### src/design/sfc_pkg.sv
// Shared constants and types for the serial flow control block
package sfc_pkg;

   // ------------------------------------------------------------
   // Clock and timing
   // ------------------------------------------------------------
   localparam int CLK_HZ = 100_000_000;
   localparam int DEFAULT_BAUD = 600;
   localparam int BAUD_W = 24;
   localparam logic [BAUD_W-1:0] DEFAULT_BAUD_DIV = BAUD_W'(CLK_HZ / DEFAULT_BAUD);
   localparam int MASTER_WAIT_S = 10;
   localparam int MASTER_WAIT_CYCLES = MASTER_WAIT_S * CLK_HZ;
   localparam int WAIT_W = 30;

   // ------------------------------------------------------------
   // Characters and framing
   // ------------------------------------------------------------
   localparam int CHAR_W = 8;
   localparam int FRAME_W = 10;
   localparam int BIT_CNT_W = 4;
   localparam int FIFO_DEPTH = 8;
   localparam logic [CHAR_W-1:0] XOFF_CODE = 8'h13;
   localparam logic [CHAR_W-1:0] XON_CODE = 8'h11;
   localparam logic [CHAR_W-1:0] CODE_MASK = 8'h7F;
   localparam logic MARK = 1'b1;
   localparam logic SPACE = 1'b0;

   // ------------------------------------------------------------
   // Types
   // ------------------------------------------------------------
   typedef enum logic [1:0] {
      ST_IDLE = 2'h0,
      ST_WAIT_CTS = 2'h1,
      ST_SHIFT = 2'h3
   } sfc_tx_state_t;

   typedef enum logic [1:0] {
      PAR_NONE = 2'h0,
      PAR_EVEN = 2'h1,
      PAR_ODD = 2'h2
   } sfc_parity_t;

   typedef struct packed {
      logic [BAUD_W-1:0] baud_div;
      logic lcc_en;
      logic [3:0] addr_chars;
      sfc_parity_t parity;
      logic crc_en;
   } sfc_link_cfg_t;

   localparam sfc_link_cfg_t DEFAULT_LINK_CFG = '{
      baud_div: DEFAULT_BAUD_DIV,
      lcc_en: 1'b0,
      addr_chars: 4'h0,
      parity: PAR_EVEN,
      crc_en: 1'b0
   };

   // Parity bit is ignored when spotting a flow character
   function automatic logic sfc_is_code(logic [CHAR_W-1:0] c, logic [CHAR_W-1:0] code);
      return (c & CODE_MASK) == code;
   endfunction : sfc_is_code

endpackage : sfc_pkg

### src/design/sfc_stream_if.sv
// Valid/ready byte stream carried between the block's own modules
`timescale 1ns/1ps
interface sfc_stream_if #(parameter int W = 8) ();
   logic [W-1:0] data;
   logic valid;
   logic ready;
   modport src (output data, output valid, input ready);
   modport snk (input data, input valid, output ready);
endinterface : sfc_stream_if

### src/design/sfc_fifo.sv
// Small flip-flop FIFO with valid/ready on both sides
`timescale 1ns/1ps
module sfc_fifo #(
   parameter int W = 8,
   parameter int DEPTH = 8
) (
   // Clock and reset
   input wire logic core_clk,
   input wire logic rst_n,
   // Streams
   sfc_stream_if.snk in_s,
   sfc_stream_if.src out_s
);
   localparam int AW = $clog2(DEPTH);

   typedef struct packed {
      logic [DEPTH-1:0][W-1:0] mem;
      logic [AW-1:0] wr;
      logic [AW-1:0] rd;
      logic [AW:0] count;
   } sfc_fifo_state_t;

   sfc_fifo_state_t r;
   sfc_fifo_state_t next_r;
   logic push;
   logic pop;

   // Pointer wrap works for any depth, not only powers of two
   function automatic logic [AW-1:0] inc(logic [AW-1:0] p);
      return (p == AW'(DEPTH - 1)) ? '0 : AW'(p + 1'b1);
   endfunction : inc

   // ------------------------------------------------------------
   // Handshakes
   // ------------------------------------------------------------
   assign in_s.ready = (r.count != (AW + 1)'(DEPTH));
   assign out_s.valid = (r.count != '0);
   assign out_s.data = r.mem[r.rd];
   assign push = in_s.valid & in_s.ready;
   assign pop = out_s.valid & out_s.ready;

   // Next state
   always_comb begin
      next_r = r;
      if (push) begin
         next_r.mem[r.wr] = in_s.data;
         next_r.wr = inc(r.wr);
      end
      if (pop) begin
         next_r.rd = inc(r.rd);
      end
      next_r.count = (AW + 1)'(r.count + push - pop);
   end

   // State register
   always_ff @(posedge core_clk) begin
      if (!rst_n) begin
         r <= '0;
      end else begin
         r <= next_r;
      end
   end

endmodule : sfc_fifo

### src/design/sfc_flow_ctrl.sv
// Serial port transmit flow control: pause/resume characters, RTS/CTR and CTS
//
// Function
// - Obey received pause and resume characters except in multi-address mode
// - Pause stops data within sixteen characters
// - Paused port holds data output at mark
// - Only the resume character ends a pause
// - Master declares tributary failed after ten seconds
// - Own pause/resume sent only under clear-to-send
// - Power-up state is not paused
// - Multi-address mode ignores all flow control; the code keeps a pause already in force, and it still holds data
// - Flow output selectable as RTS or clear_to_receive
// - Hardware flow control overrides everything else
// - RTS may rise when data is queued
// - Transmit only after clear-to-send seen
// - RTS held until last bit sent
// - clear_to_receive asserted while able to accept
// - No clear-to-send: hold mark, wait forever
// - Clear-to-send drop: at most two characters
// - Power-up: RTS off, clear_to_receive on
// - Grounded configure pin: defaults, accept command
// - Release of configure pin adopts command
`timescale 1ns/1ps
module sfc_flow_ctrl #(
   parameter int DEPTH = sfc_pkg::FIFO_DEPTH,
   parameter int MASTER_WAIT = sfc_pkg::MASTER_WAIT_CYCLES
) (
   // Clock and reset
   input wire logic core_clk,
   input wire logic rst_n,
   // Transmit data from the user
   input wire logic [sfc_pkg::CHAR_W-1:0] tx_data,
   input wire logic tx_valid,
   output logic tx_ready,
   // Characters from the receiver, and filtered characters to the user
   input wire logic [sfc_pkg::CHAR_W-1:0] rx_char,
   input wire logic rx_char_valid,
   input wire logic rx_can_accept,
   output logic [sfc_pkg::CHAR_W-1:0] rx_out_data,
   output logic rx_out_valid,
   // Configuration levels
   input wire logic mode_rts,
   input wire logic multi_addr,
   input wire logic is_master,
   input wire logic gen_xoff,
   input wire logic gen_xon,
   // Link configuration
   input wire logic cfg_pin_n,
   input wire logic cmd_cfg_valid,
   input wire sfc_pkg::sfc_link_cfg_t cmd_cfg,
   input wire logic panel_cfg_load,
   input wire sfc_pkg::sfc_link_cfg_t panel_cfg,
   output sfc_pkg::sfc_link_cfg_t link_cfg,
   // Serial pins
   input wire logic cts_in,
   output logic txd,
   output logic flow_out,
   // Status
   output logic paused,
   output logic trib_fail
);
   localparam int CW = sfc_pkg::CHAR_W;
   localparam int BW = sfc_pkg::BAUD_W;
   localparam int NW = sfc_pkg::BIT_CNT_W;
   localparam int WW = sfc_pkg::WAIT_W;
   localparam logic [WW-1:0] WAIT_LAST = WW'(MASTER_WAIT - 1);

   typedef struct packed {
      sfc_pkg::sfc_tx_state_t st;
      logic [sfc_pkg::FRAME_W-1:0] shreg;
      logic [NW-1:0] bit_cnt;
      logic [BW-1:0] baud_cnt;
      logic is_data, paused, rts, ctr;
      logic pend_xon, pend_xoff;
      logic cts_s1, cts_s2;
      logic cfg_s1, cfg_s2, cfg_s3;
      sfc_pkg::sfc_link_cfg_t active;
      sfc_pkg::sfc_link_cfg_t staged;
      logic staged_ok;
      logic [WW-1:0] wait_cnt;
      logic trib_fail;
      logic [CW-1:0] rx_data;
      logic rx_valid;
   } sfc_state_t;

   localparam sfc_state_t RESET_STATE = '{
      st: sfc_pkg::ST_IDLE, shreg: '1, bit_cnt: '0, baud_cnt: '0, is_data: 1'b0,
      paused: 1'b0, rts: 1'b0, ctr: 1'b1, pend_xon: 1'b0, pend_xoff: 1'b0,
      cts_s1: 1'b0, cts_s2: 1'b0, cfg_s1: 1'b1, cfg_s2: 1'b1, cfg_s3: 1'b1,
      active: sfc_pkg::DEFAULT_LINK_CFG, staged: sfc_pkg::DEFAULT_LINK_CFG,
      staged_ok: 1'b0, wait_cnt: '0, trib_fail: 1'b0, rx_data: '0, rx_valid: 1'b0
   };

   sfc_state_t r;
   sfc_state_t next_r;

   sfc_stream_if #(.W(CW)) in_if ();
   sfc_stream_if #(.W(CW)) out_if ();

   logic hw_ok, xoff_hit, xon_hit, flow_pend;
   logic data_ok, want_tx, load, load_data, frame_done;

   // ------------------------------------------------------------
   // Transmit FIFO
   // ------------------------------------------------------------
   assign in_if.data = tx_data;
   assign in_if.valid = tx_valid;
   assign tx_ready = in_if.ready;
   assign out_if.ready = load_data;

   sfc_fifo #(.W(CW), .DEPTH(DEPTH)) u_fifo (
      .core_clk(core_clk),
      .rst_n(rst_n),
      .in_s(in_if.snk),
      .out_s(out_if.src)
   );

   // ------------------------------------------------------------
   // Decisions
   // ------------------------------------------------------------
   // Multi-address links see CTS as always granted, no pause chars
   assign hw_ok = multi_addr | r.cts_s2;
   assign xoff_hit = rx_char_valid & !multi_addr
                     & sfc_pkg::sfc_is_code(rx_char, sfc_pkg::XOFF_CODE);
   assign xon_hit = rx_char_valid & !multi_addr
                    & sfc_pkg::sfc_is_code(rx_char, sfc_pkg::XON_CODE);
   assign flow_pend = (r.pend_xon | r.pend_xoff) & !multi_addr;
   assign data_ok = out_if.valid & !r.paused;
   assign want_tx = flow_pend | data_ok;
   // Start only from the wait state with CTS seen granted
   assign load = (r.st == sfc_pkg::ST_WAIT_CTS) & want_tx & hw_ok;
   assign load_data = load & !flow_pend & data_ok;
   assign frame_done = (r.st == sfc_pkg::ST_SHIFT) & (r.baud_cnt == '0)
                       & (r.bit_cnt == '0);

   // ------------------------------------------------------------
   // Next state
   // ------------------------------------------------------------
   always_comb begin
      next_r = r;
      // Pins pass two flops before anything looks at them
      next_r.cts_s1 = cts_in;
      next_r.cts_s2 = r.cts_s1;
      next_r.cfg_s1 = cfg_pin_n;
      next_r.cfg_s2 = r.cfg_s1;
      next_r.cfg_s3 = r.cfg_s2;

      // Pause state follows only the received flow characters
      if (xoff_hit) begin
         next_r.paused = 1'b1;
      end else if (xon_hit) begin
         next_r.paused = 1'b0;
      end

      // Requests to send own flow characters; a new request beats the clear
      next_r.pend_xoff = (r.pend_xoff & !(load & r.pend_xoff))
                         | (gen_xoff & !multi_addr);
      next_r.pend_xon = (r.pend_xon & !(load & !r.pend_xoff & r.pend_xon))
                        | (gen_xon & !multi_addr);

      // Transmitter; the character boundary is the only stop point, so
      // a pause or CTS drop costs at most the character in flight
      unique case (r.st)
         sfc_pkg::ST_IDLE: begin
            if (want_tx) begin
               next_r.st = sfc_pkg::ST_WAIT_CTS;
            end
         end
         sfc_pkg::ST_WAIT_CTS: begin
            // Data output stays at mark while waiting, without limit
            if (!want_tx) begin
               next_r.st = sfc_pkg::ST_IDLE;
            end else if (hw_ok) begin
               next_r.st = sfc_pkg::ST_SHIFT;
               next_r.bit_cnt = NW'(sfc_pkg::FRAME_W - 1);
               next_r.baud_cnt = BW'(r.active.baud_div - 1'b1);
               next_r.is_data = !flow_pend;
               if (r.pend_xoff & !multi_addr) begin
                  next_r.shreg = {sfc_pkg::MARK, sfc_pkg::XOFF_CODE, sfc_pkg::SPACE};
               end else if (r.pend_xon & !multi_addr) begin
                  next_r.shreg = {sfc_pkg::MARK, sfc_pkg::XON_CODE, sfc_pkg::SPACE};
               end else begin
                  next_r.shreg = {sfc_pkg::MARK, out_if.data, sfc_pkg::SPACE};
               end
            end
         end
         sfc_pkg::ST_SHIFT: begin
            if (r.baud_cnt != '0) begin
               next_r.baud_cnt = BW'(r.baud_cnt - 1'b1);
            end else if (r.bit_cnt == '0) begin
               next_r.st = sfc_pkg::ST_IDLE;
               next_r.shreg = '1;
            end else begin
               next_r.shreg = {sfc_pkg::MARK, r.shreg[sfc_pkg::FRAME_W-1:1]};
               next_r.bit_cnt = NW'(r.bit_cnt - 1'b1);
               next_r.baud_cnt = BW'(r.active.baud_div - 1'b1);
            end
         end
         default: begin
            next_r.st = sfc_pkg::ST_IDLE;
            next_r.shreg = '1;
         end
      endcase

      // RTS stays up across queued characters, drops after the stop bit
      next_r.rts = (next_r.st != sfc_pkg::ST_IDLE) | want_tx;
      next_r.ctr = rx_can_accept;

      // Only a master gives up on a paused partner, never a tributary
      if (r.paused & is_master) begin
         if (r.wait_cnt == WAIT_LAST) begin
            next_r.trib_fail = 1'b1;
         end else begin
            next_r.wait_cnt = WW'(r.wait_cnt + 1'b1);
         end
      end else begin
         next_r.wait_cnt = '0;
         next_r.trib_fail = 1'b0;
      end

      // Link configuration through the configure pin
      if (!r.cfg_s2) begin
         next_r.active = sfc_pkg::DEFAULT_LINK_CFG;
         if (cmd_cfg_valid) begin
            next_r.staged = cmd_cfg;
            next_r.staged_ok = 1'b1;
         end
      end else if (!r.cfg_s3 & r.staged_ok) begin
         next_r.active = r.staged;
         next_r.staged_ok = 1'b0;
      end else if (!r.cfg_s3 | panel_cfg_load) begin
         next_r.active = panel_cfg;
         next_r.staged_ok = 1'b0;
      end

      // Receive path swallows flow characters unless multi-address
      next_r.rx_valid = rx_char_valid & !xoff_hit & !xon_hit;
      if (rx_char_valid) begin
         next_r.rx_data = rx_char;
      end
   end

   // State register
   always_ff @(posedge core_clk) begin
      if (!rst_n) begin
         r <= RESET_STATE;
      end else begin
         r <= next_r;
      end
   end

   // ------------------------------------------------------------
   // Outputs
   // ------------------------------------------------------------
   // Serial line idles at mark because the shifter refills with ones
   assign txd = r.shreg[0];
   assign flow_out = mode_rts ? r.rts : r.ctr;
   assign paused = r.paused;
   assign trib_fail = r.trib_fail;
   assign link_cfg = r.active;
   assign rx_out_data = r.rx_data;
   assign rx_out_valid = r.rx_valid;
endmodule : sfc_flow_ctrl

### config.mk
export PLATFORM = sky130hd
export DESIGN_NAME = sfc_flow_ctrl
export DESIGN_NICKNAME = d
export VERILOG_FILES = /design/src/design/sfc_pkg.sv /design/src/design/sfc_stream_if.sv /design/src/design/sfc_fifo.sv /design/src/design/sfc_flow_ctrl.sv
export SDC_FILE = /design/constraint.sdc
export NUM_CORES = 1
export LEC_CHECK = 0
export BUFFER_PORTS_ARGS = -buffer_cell sky130_fd_sc_hd__buf_2
export CAP_MARGIN = 0
export CORE_AREA = 5 5 156 158
export DETAILED_ROUTE_END_ITERATION = 6
export DIE_AREA = 0 0 161 163
export MAX_ROUTING_LAYER = met4
export PLACE_DENSITY = 0.69
export SETUP_SLACK_MARGIN = 0.4
export SYNTH_ARGS = -nofsm -noshare
export SYNTH_HDL_FRONTEND = slang
export SYNTH_SLANG_ARGS = --single-unit
### constraint.sdc
create_clock -name core_clk -period 3.2 [get_ports core_clk]
set_input_delay 0.64 -clock core_clk [delete_from_list [all_inputs] [get_ports core_clk]]
set_output_delay 0.64 -clock core_clk [all_outputs]
set_load 0.02 [all_outputs]
# --- Word level (Yosys, flattened, before mapping) ---
# Cells that the tools add are included.
# Widths: inputs -> output; s select.
totals:
  mem_bits_ro: 0
  n_memories: 0
  word_cells: 156
  in_bits: 94
  ramBits: 0
  regBits: 230
  latchBits: 0
  output_inout_bits: 46
op_classes:
  eq_ne: 14
  n_div: 0
  bitwise_logic: 33
  shifts: 0
  n_addsub: 8
  magnitude_cmp: 3
  mul: 0
  muxes: 30
  reduce_logical: 27
op_table:
  columns: ["op", "count"]
  rows:
  - ["$bwmux 64", 1]
  - ["$mux 32", 2]
  - ["$pmux 28 s2", 1]
  - ["$sub 24x1->24 const B", 2]
  - ["$mux 41", 1]
  - ["$mux 39", 1]
  - ["$add 30x1->30 const B", 1]
  - ["$eq 30x30->1 const B", 1]
  - ["$pmux 10 s3", 1]
  - ["$mux 28", 1]
  - ["$and 1x1->1", 24]
  - ["$bmux 8 s3", 1]
  - ["$demux 8 s3", 1]
  - ["$mux 24", 1]
  - ["$reduce_bool 24->1", 1]
  - ["$mux 9", 2]
  - ["$mux 16", 1]
  - ["$mux 8", 2]
  - ["$eq 7x5->1 const B", 2]
  - ["$mux 10", 1]
  - ["$reduce_bool 2->1", 5]
  - ["$logic_not 1->1", 9]
  - ["$lt 3x4->1 const B", 2]
  - ["$ne 2x2->1 const B", 4]
  - ["25 further kinds", 47]

# --- Longest topological paths before layout ---
# Gate-level depths: netlist of run 1.
depth:
  depth_word: 10
  ltp_mapped: 11
  depth_no_buf: 11

# --- Hierarchy ---
# From an unflattened synthesis of run 1, not the netlist that was laid out.
hier_totals:
  cells_unflattened: 1309
  area_unflattened_um2: 11194.5
by_module_without_submodules:
  columns: ["mod", "n_inst", "cells_per_inst", "area_per_inst_um2"]
  rows:
  - ["sfc_flow_ctrl", 1, 990, 7737.4]
  - ["sfc_fifo", 1, 319, 3457.1]

# --- Least setup slack after synthesis of run 1 ---
# Ideal clock, no wire load.
synth_timing:
  path_type: "register to register"
  start: "register u_fifo.r[2] (netlist bit)"
  end: "register u_fifo.r[2] (netlist bit)"
  path_stages_with_launch: 12
  setup_ps: 128
  period_less_slack_ps: 2534
  setup_slack_ps: 666
  arrival_ps: 2406
  required_ps: 3072
  cell_sequence: "dfxtp_1 -> inv_1 -> ha_1 -> nor3b_1 -> nor4_2 -> ha_1 -> inv_1 -> ha_1 -> inv_1 -> fa_1 -> xor2_1 -> nor2_1"
synth_via:
  elab_chain_len: 9
  word_cells_on_any_way: 12
  classes_between: "add/sub (2); eq/ne (1); bitwise (8); reduce/logical (1)"
synth_lines:
  columns: ["item", "line_no", "text"]
  rows:
  - ["start, declared", "sfc_fifo.sv:23", "sfc_fifo_state_t r;"]
  - ["start signal, assigned", "sfc_fifo.sv:60", "r <= next_r;"]
  - ["$reduce_bool 4->1 (*)", "sfc_fifo.sv:37", "assign out_s.valid = (r.count != '0);"]
  - ["$and 1x1->1", "sfc_flow_ctrl.sv:128", "assign data_ok = out_if.valid & !r.paused;"]
  - ["$or 1x1->1", "sfc_flow_ctrl.sv:129", "assign want_tx = flow_pend | data_ok;"]
  - ["$and 1x1->1 (2 in a row)", "sfc_flow_ctrl.sv:131", "assign load = (r.st == sfc_pkg::ST_WAIT_CTS) & want_tx & hw_ok;"]
  - ["$and 1x1->1 (2 in a row)", "sfc_flow_ctrl.sv:132", "assign load_data = load & !flow_pend & data_ok;"]
  - ["$and 1x1->1 (*)", "sfc_fifo.sv:40", "assign pop = out_s.valid & out_s.ready;"]
  - ["net u_fifo.pop", "sfc_fifo.sv:26", "logic pop;"]
  - ["$sub 4x1->4 (*)", "sfc_fifo.sv:52", "next_r.count = (AW + 1)'(r.count + push - pop);"]
# The timed path passes the listed nets; every way through them passes the cells marked *.
# A chain may end at the register's enable or synchronous reset.

# --- Worst setup path after layout of run 1 ---
layout_timing:
  start: "register r[116] (netlist bit)"
  end: "register r[132] (netlist bit)"
layout_via:
  elab_chain_len: 3
  word_cells_on_any_way: 6
  classes_between: "add/sub (1); eq/ne (1); mux (2); reduce/logical (2)"
layout_lines:
  columns: ["item", "line_no", "text"]
  rows:
  - ["start, declared", "sfc_flow_ctrl.sv:94", "sfc_state_t r;"]
  - ["start signal, assigned", "sfc_flow_ctrl.sv:248", "r <= next_r;"]
  - ["$sub 24x1->24 or $reduce_bool 24->1 (tied branches)", "sfc_flow_ctrl.sv:189, sfc_flow_ctrl.sv:188", null]
  - ["$mux 24 or $ne 3x2->1 (tied branches)", null, null]
  - ["$pmux 28 s2 or $reduce_and 4->1 (tied branches)", null, null]
# Several ways; a longest one is shown, not always the timed one.

==> results.py, run 1 <==
metrics = {
    "worst_setup_path": {
        "critPathLaunchType": "flip-flop",
        "crit_buf_inv": 2,
        "arrival_ns": 2.95,
        "slowest_stage": "nand2_1",
        "cpMostUsedCell": "inv_1",
        "path_max_fanout": 15,
        "crit_chain": "inv_1 > ha_1 > nor4b_1 > and2_1 > a31o_4 > nand2_4 > nand2_1 > inv_1 > a32o_2",
        "max_stage_delay_ns": 0.37,
        "crit_family": "simple AND/OR/NAND/NOR gates",
        "crit_type": "reg2reg",
        "crit_required_ns": 3.62,
        "end_kind": "flip-flop",
    },
    "grt": {
        "track_usage_pct": 21.95,
        "grt_pass1_vias": 9024,
        "grt_pass1_wl_um": 46890,
        "antenna_found_initial": 0,
        "grt-ovfl-total": 0,
        "grt_max_degree": 68,
    },
    "timing": {
        "hold_viol_final": 0,
        "setup_viol": 0,
        "fin_tns_setup_ns": 0,
        "min_period_ns": 2.533,
        "finalMaxSlewViolations": 0,
        "tightest_slew_ns": 0.9404,
        "grt_setup_unrepaired": "no",
        "timing.final.crit_share_pct": 79.17,
        "fmax_mhz": 394.7,
        "fin_skew_ns": 0.01027,
        "slew_headroom_pct": 37.15,
    },
    "logic_synthesis": {
        "synth_cell_types": 81,
        "synthAdderAreaFrac_pct": 1.975,
        "synth-edff-count": 0,
        "muxShareOfSynthArea_pct": 11.02,
        "synth_xor_area_share_pct": 3.771,
        "ys_seq_area_share_pct": 41.12,
        "synth-compound-area-share_pct": 11.57,
        "synthFlopType": "dfxtp_1",
        "netlist_area_um2": 11150,
        "synth_cells": 1309,
        "synthArstFlopShare_pct": 0,
        "syn_area_per_cell_um2": 8.518,
        "synth_fp_nets": 1420,
        "ys_seq_elements": 229,
        "synthSimpleGateAreaFrac_pct": 23.69,
        "yosysWarnings": 0,
        "synth_top_family_by_area": "simple AND/OR/NAND/NOR gates",
    },
    "finish": {
        "drive_above_1_share_pct": 18.29,
        "final_cells": 1680,
        "final_cell_area_um2": 12590,
        "final_nets": 1482,
        "area_growth_pct": 12.95,
        "final_util_pct": 54.80,
    },
    "placed_design": {
        "dp_cells": 1633,
        "dpl.hpwl_um": 19640,
        "dpl_cell_area_um2": 11730,
        "port-buffer-count": 139,
        "place.gp.congestion": 0.9433,
    },
    "status": {
        "status": "finished clean",
    },
    "clocking": {
        "cts_resized": 0,
        "root_buffer": "clkbuf_16",
        "cts_buffer_depth": 3,
        "cts_buffers": 26,
        "cts_setup_buffers": 0,
        "h-tree-depth": 1,
        "ctsHoldBuffers": 0,
        "numClockSinks": 229,
        "clock_latency_ns": 0.52,
        "clk_pin_slew_ns": 0.06,
        "tritoncts": "built",
    },
    "min_path": {
        "hold_path_class": "in2reg",
    },
    "run": {
        "max_cap_violations": 0,
    },
    "route": {
        "ant_nets": 0,
        "drt_iter0_markers": 722,
        "vias": 9485,
        "drc": 0,
        "wl_per_cell_um": 16.85,
        "drt_wl_total_um": 28310,
        "drt_pass1_iterations": 7,
        "via_per_inst": 5.646,
    },
    "floorplan": {
        "rows": 56,
        "die_h_um": 163,
        "dieArea_um2": 26240,
        "core_um2": 22980,
        "initial_utilization_pct": 48.51,
        "die_x_um": 161,
        "ios": 140,
    },
    "power_and_ir_drop": {
        "power_mw": 8.619,
        "power_density_nw_per_um2": 684.4,
        "leakagePower_nw": 5.083,
        "ir_drop_mv": 0.4994,
    },
}
final cells by class:
type	count	area, um2
well taps	290	362.8
fillers	2097	10390
diodes	1	2.502
clock inverters	11	118.9
clock buffers	35	745.7
multi-input cells	930	5821
repair buffers	160	865.8
flip-flops and latches	229	4584
inverters	24	92.59
cell usage in the layout, fill, tap and decap left out, types with 16 or more instances in the layout:
cell type,instances
a21oi_1,61
a311oi_1,27
buf_2,139
buf_4,20
clkbuf_16,27
dfxtp_1,229
ha_1,16
inv_1,22
mux2i_1,80
mux4_2,16
nand2_1,184
nand3_1,33
nand4_1,16
nor2_1,191
nor3_1,36
o21ai_0,26
o21ai_1,26
xnor2_1,26
xor2_1,22
state kept, by name (all words and copies together) (netlist names):
register,flops
next_r,3
trib_fail,1
rx_out_data,8
txd,1
paused,1
r,108
rx_out_valid,1
link_cfg,32
u_fifo.r,74
path summary, 6_finish.rpt:
kind | from | endpoint | slack, ns | cells after the start
worst max-delay path | r[116] | r[132] | 0.67 | 9
worst min-delay path | rx_can_accept | r[112] | 0.30 | 2
worst max register to register | r[116] | r[132] | 0.67 | 9
worst min register to register | next_r[106] | next_r[105] | 0.40 | 1
per-layer routing:
metal  GRT usage (%)  wire length, um
met1           28.76            12270
met2           35.02            13500
met3           3.543             1743
met4           7.135              805
met5               -                0
where the power goes:
part | internal [mW] | switching, mW
logic | 0.867 | 1.51
registers | 3.06 | 0.228
clock network | 1.79 | 1.17
logic make-up (layout without fill, tap and decap cells):
| kind of cell | count (synthesis) | after routing |
|---|---|---|
| AOI/OAI and AO/OA | 202 | 202 |
| xor gates and xnor gates | 48 | 48 |
| adders and majority gates | 17 | 17 |
| buffers and inverters | 150 | 230 |
| DFF | 229 | 229 |
| muxes | 102 | 102 |
| other | 0 | 1 |
| and+or+nand+nor | 561 | 561 |
per-stage QoR:
stage	worst slack [ns]	hold WS, ns
after floorplan	0.6661	0.3863
final	0.6667	0.3032
after global placement	0.7635	0.3947
after detailed placement	0.6841	0.3936
after CTS	0.6706	0.2869
after global routing	0.4123	0.3017
cells in the mapped netlist (6+ instances only):
cell type  instances  area share (%)
nor4_1            15            0.84
buf_2             16            0.72
buf_4             43             2.9
nor3b_1            6            0.40
a211oi_1           7            0.47
and2_1            10            0.56
nand4_1           16            0.90
clkbuf_1          55             1.9
xnor2_1           26             2.0
and3_1             6            0.34
o22ai_1           10            0.56
a21oi_1           61             2.7
inv_1             23            0.77
dfxtp_1          229              41
mux4_2            16             3.2
mux2i_1           80             7.2
a311oi_1          27             2.1
or4_1              7            0.47
o21ai_1           26             1.2
mux2_2             6            0.61
ha_1              16             1.8
or3_1              6            0.34
buf_1             10            0.34
xor2_1            22             1.7
nor3_1            36             1.6
o21ai_0           26             1.2
nand3_1           33             1.5
a22oi_1            9            0.61
nand2b_1          10            0.56
nor2_1           191             6.4
nand2_1          184             6.2
Note: power is estimated with default switching activity, not from simulation.
==> run 2: changes to the inputs <==
--- a/config.mk
+++ b/config.mk
@@ -5,13 +5,14 @@
 export SDC_FILE = /design/constraint.sdc
 export NUM_CORES = 1
 export LEC_CHECK = 0
+export ABC_AREA = 1
 export BUFFER_PORTS_ARGS = -buffer_cell sky130_fd_sc_hd__buf_2
 export CAP_MARGIN = 0
-export CORE_AREA = 5 5 156 158
+export CORE_AREA = 5 5 161 163
 export DETAILED_ROUTE_END_ITERATION = 6
-export DIE_AREA = 0 0 161 163
+export DIE_AREA = 0 0 166 168
 export MAX_ROUTING_LAYER = met4
-export PLACE_DENSITY = 0.69
+export PLACE_DENSITY = 0.72
 export SETUP_SLACK_MARGIN = 0.4
 export SYNTH_ARGS = -nofsm -noshare
 export SYNTH_HDL_FRONTEND = slang
==> constraint.sdc (replaced) <==
create_clock -name core_clk -period 2.05 [get_ports core_clk]
set_input_delay 0.41 -clock core_clk [delete_from_list [all_inputs] [get_ports core_clk]]
set_output_delay 0.41 -clock core_clk [all_outputs]
set_load 0.02 [all_outputs]
==> results.py, run 2 <==
metrics = {
    "status": {
        "status": "finished clean",
    },
    "logic_synthesis": {
        "synthFlopType": "dfxtp_1",
        "muxShareOfSynthArea_pct": 0.09429,
        "ys_seq_elements": 229,
        "synth_xor_area_share_pct": 1.687,
        "ys_seq_area_share_pct": 38.39,
        "synthAdderAreaFrac_pct": 1.844,
        "netlist_area_um2": 11940,
        "yosysWarnings": 0,
        "synth_top_cell_by_area": "dfxtp_1",
        "synth-compound-area-share_pct": 15.47,
        "synth_cell_types": 44,
        "yosysMostFrequentCell": "nand2_1",
        "synth_cells": 1790,
        "synth_top_family_by_area": "simple AND/OR/NAND/NOR gates",
        "syn_area_per_cell_um2": 6.672,
        "synth-edff-count": 0,
        "synth_top_area_share_pct": 38.39,
        "synthSimpleGateAreaFrac_pct": 31.40,
        "synthTopCellsByCount": "323 x nand2_1, 302 x nor2_1, 229 x dfxtp_1",
        "synthArstFlopShare_pct": 0,
        "synth_fp_nets": 1901,
        "ys_top_cells_by_area": "dfxtp_1 38%, nand2_1 10%, nor2_1 9.5%, o21ai_0 6.7%, nand3_1 6.6%",
    },
    "finish": {
        "drive_above_1_share_pct": 24.47,
        "largest_reg_flops": 108,
        "final_cells": 2291,
        "area_growth_pct": 25.80,
        "final_common_cell": "nand2_1",
        "regMostFlops": "r",
        "ff_latch_area_um2": 4618,
        "final_nets": 2058,
        "num-fill-cells": 2190,
        "layout_common_cells": "313 x nand2_1, 274 x nor2_1, 202 x dfxtp_1, 155 x inv_1, 150 x nand3_1",
        "multi_input_area_um2": 6593,
    },
    "route": {
        "ant_nets": 0,
        "via_per_inst": 5.368,
        "drt_wl_total_um": 35840,
        "vias": 12300,
        "drt_iter0_markers": 887,
        "drc": 0,
        "wl_per_cell_um": 15.64,
        "drt_pass1_iterations": 5,
    },
    "worst_setup_path": {
        "crit_family": "adder cells",
        "crit_type": "reg2reg",
        "arrival_ns": 2.43,
        "end_kind": "flip-flop",
        "path_max_fanout": 2,
        "crit_chain": "inv_2 > ha_4 > nand3_2 > nand2_2 > nand2_2 > nand4_1 > inv_2 > ha_4 > inv_2 > ha_4 > inv_2 > fa_2 > nor2_1",
        "max_stage_delay_ns": 0.51,
        "critPathLaunchType": "flip-flop",
        "crit_buf_inv": 4,
        "cpMostUsedCell": "inv_2",
        "slowest_stage": "fa_2",
        "crit_required_ns": 2.47,
    },
    "power_and_ir_drop": {
        "clkPwrFrac_pct": 28.8,
        "p_sw_mw": 6.935,
        "leakagePower_nw": 6.531,
        "p_comb_share_pct": 41.2,
        "p_int_mw": 11.62,
        "ir_drop_mv": 0.6412,
        "pwr-share-seq_pct": 30.1,
        "p_sw_share_pct": 37.38,
        "power_density_nw_per_um2": 1235,
    },
    "timing": {
        "tightest_slew_ns": 0.5897,
        "fmax_mhz": 497.1,
        "fin_skew_ns": 0.01699,
        "min_period_ns": 2.012,
        "timing.final.crit_share_pct": 98.13,
        "grt_setup_unrepaired": "yes",
        "whs_ns": 0.05528,
        "slew_headroom_pct": 60.68,
        "setup_viol": 0,
        "finalMaxSlewViolations": 0,
        "hold_viol_final": 0,
    },
    "grt": {
        "track_usage_pct": 24.56,
        "grt-ovfl-total": 0,
        "grt_max_degree": 65,
        "grt_pass1_wl_um": 56680,
        "antenna_found_initial": 1,
        "grt_pass1_vias": 11480,
    },
    "clocking": {
        "cts_buffers": 25,
        "cts_buffer_depth": 3,
        "clk_pin_slew_ns": 0.07,
        "ctsHoldBuffers": 0,
        "tritoncts": "built",
        "numClockSinks": 229,
        "root_buffer": "clkbuf_16",
        "h-tree-depth": 1,
        "clock_latency_ns": 0.54,
    },
    "placed_design": {
        "dp_cells": 2198,
        "dpl.hpwl_um": 24280,
        "port-buffer-count": 139,
        "place.gp.congestion": 0.9577,
    },
    "min_path": {
        "hold_path_class": "in2reg",
    },
    "floorplan": {
        "initial_utilization_pct": 49.40,
        "die_h_um": 168,
        "core_um2": 24180,
        "die_x_um": 166,
        "dieArea_um2": 27890,
        "rows": 57,
        "ios": 140,
    },
    "run": {
        "max_cap_violations": 0,
    },
}
[run 2: path summary, 6_finish.rpt]
| check | slack (ns) | endpoint | cells after the start | from |
|---|---|---|---|---|
| max | 0.04 | u_fifo.r[1] | 13 | u_fifo.r[2] |
| min reg2reg | 0.41 | next_r[105] | 1 | next_r[106] |
| max reg2reg | 0.04 | u_fifo.r[1] | 13 | u_fifo.r[2] |
| min | 0.06 | next_r[106] | 2 | cfg_pin_n |
[run 2: cell type report]
class                   count  share of cell area [%]
inverters                 183                   4.947
repair buffers            244                   11.09
clock buffers              31                   4.647
repair inverters            1                 0.04997
multi-input cells        1263                   43.88
clock inverters            15                   1.932
flip-flops and latches    229                   30.74
diodes                      1                 0.01666
well taps                 324                   2.698
[run 2: power groups by stage]
| stage | sequential, mW | combinational [mW] | clock, mW |
|---|---|---|---|
| 6_report | 5.58 | 7.64 | 5.33 |
| 5_1_grt | 5.64 | 8.45 | 5.61 |
| 4_1_cts | 5.49 | 6.95 | 5.43 |
| 3_5_place_dp | 5.55 | 6.29 | 0 |
| 3_3_place_gp | 5.54 | 6.15 | 0 |
| 2_1_floorplan | 5.48 | 4.65 | 0 |
[run 2: kinds of logic after synthesis]
group | Yosys count
and+or+nand+nor | 874
AOI/OAI and AO/OA | 347
buffers and inverters | 299
DFF | 229
xor gates and xnor gates | 23
adders and majority gates | 17
muxes | 1
[run 2: per-layer routing]
metal	GRT usage [%]	vias up	part of all wire, %
li1	-	6142	-
met3	2.649	93	5.3
met4	8.286	0	3.4
met2	41.10	368	48
met1	31.22	5694	43
met5	-	-	0
[run 2: worst reg2reg max path: stages, from the launching register on]
cell and delay, ns:
dfxtp_2 0.32, inv_2 0.05, ha_4 0.15, nand3_2 0.07, nand2_2 0.05, nand2_2 0.06
nand4_1 0.13, inv_2 0.11, ha_4 0.19, inv_2 0.06, ha_4 0.11, inv_2 0.04
fa_2 0.51, nor2_1 0.04
[run 2: timing repair]
| action | 4_1_cts | 5_1_grt |
|---|---|---|
| resized for setup | 77 | 172 |
| hold endpoints to repair | 0 | 0 |
| buffers inserted | 30 | 11 |
| gates cloned | 2 | 3 |
| setup endpoints to repair | 103 | 160 |
| pin swaps | 15 | 19 |
[run 2: metrics by stage]
step	instance area [um2]	setup TNS [ns]	setup slack, ns	util [%]	power [mW]
after floorplan	11990	-0.1876	-0.09629	-	10.13
after global placement	12930	-0.1767	-0.08336	53.47	11.69
after detailed placement	12930	-0.3366	-0.1306	53.47	11.84
after CTS	14420	0	0.02087	59.66	17.87
after global routing	15020	-0.2011	-0.07967	62.14	19.69
final	15020	0	0.03830	62.14	18.55
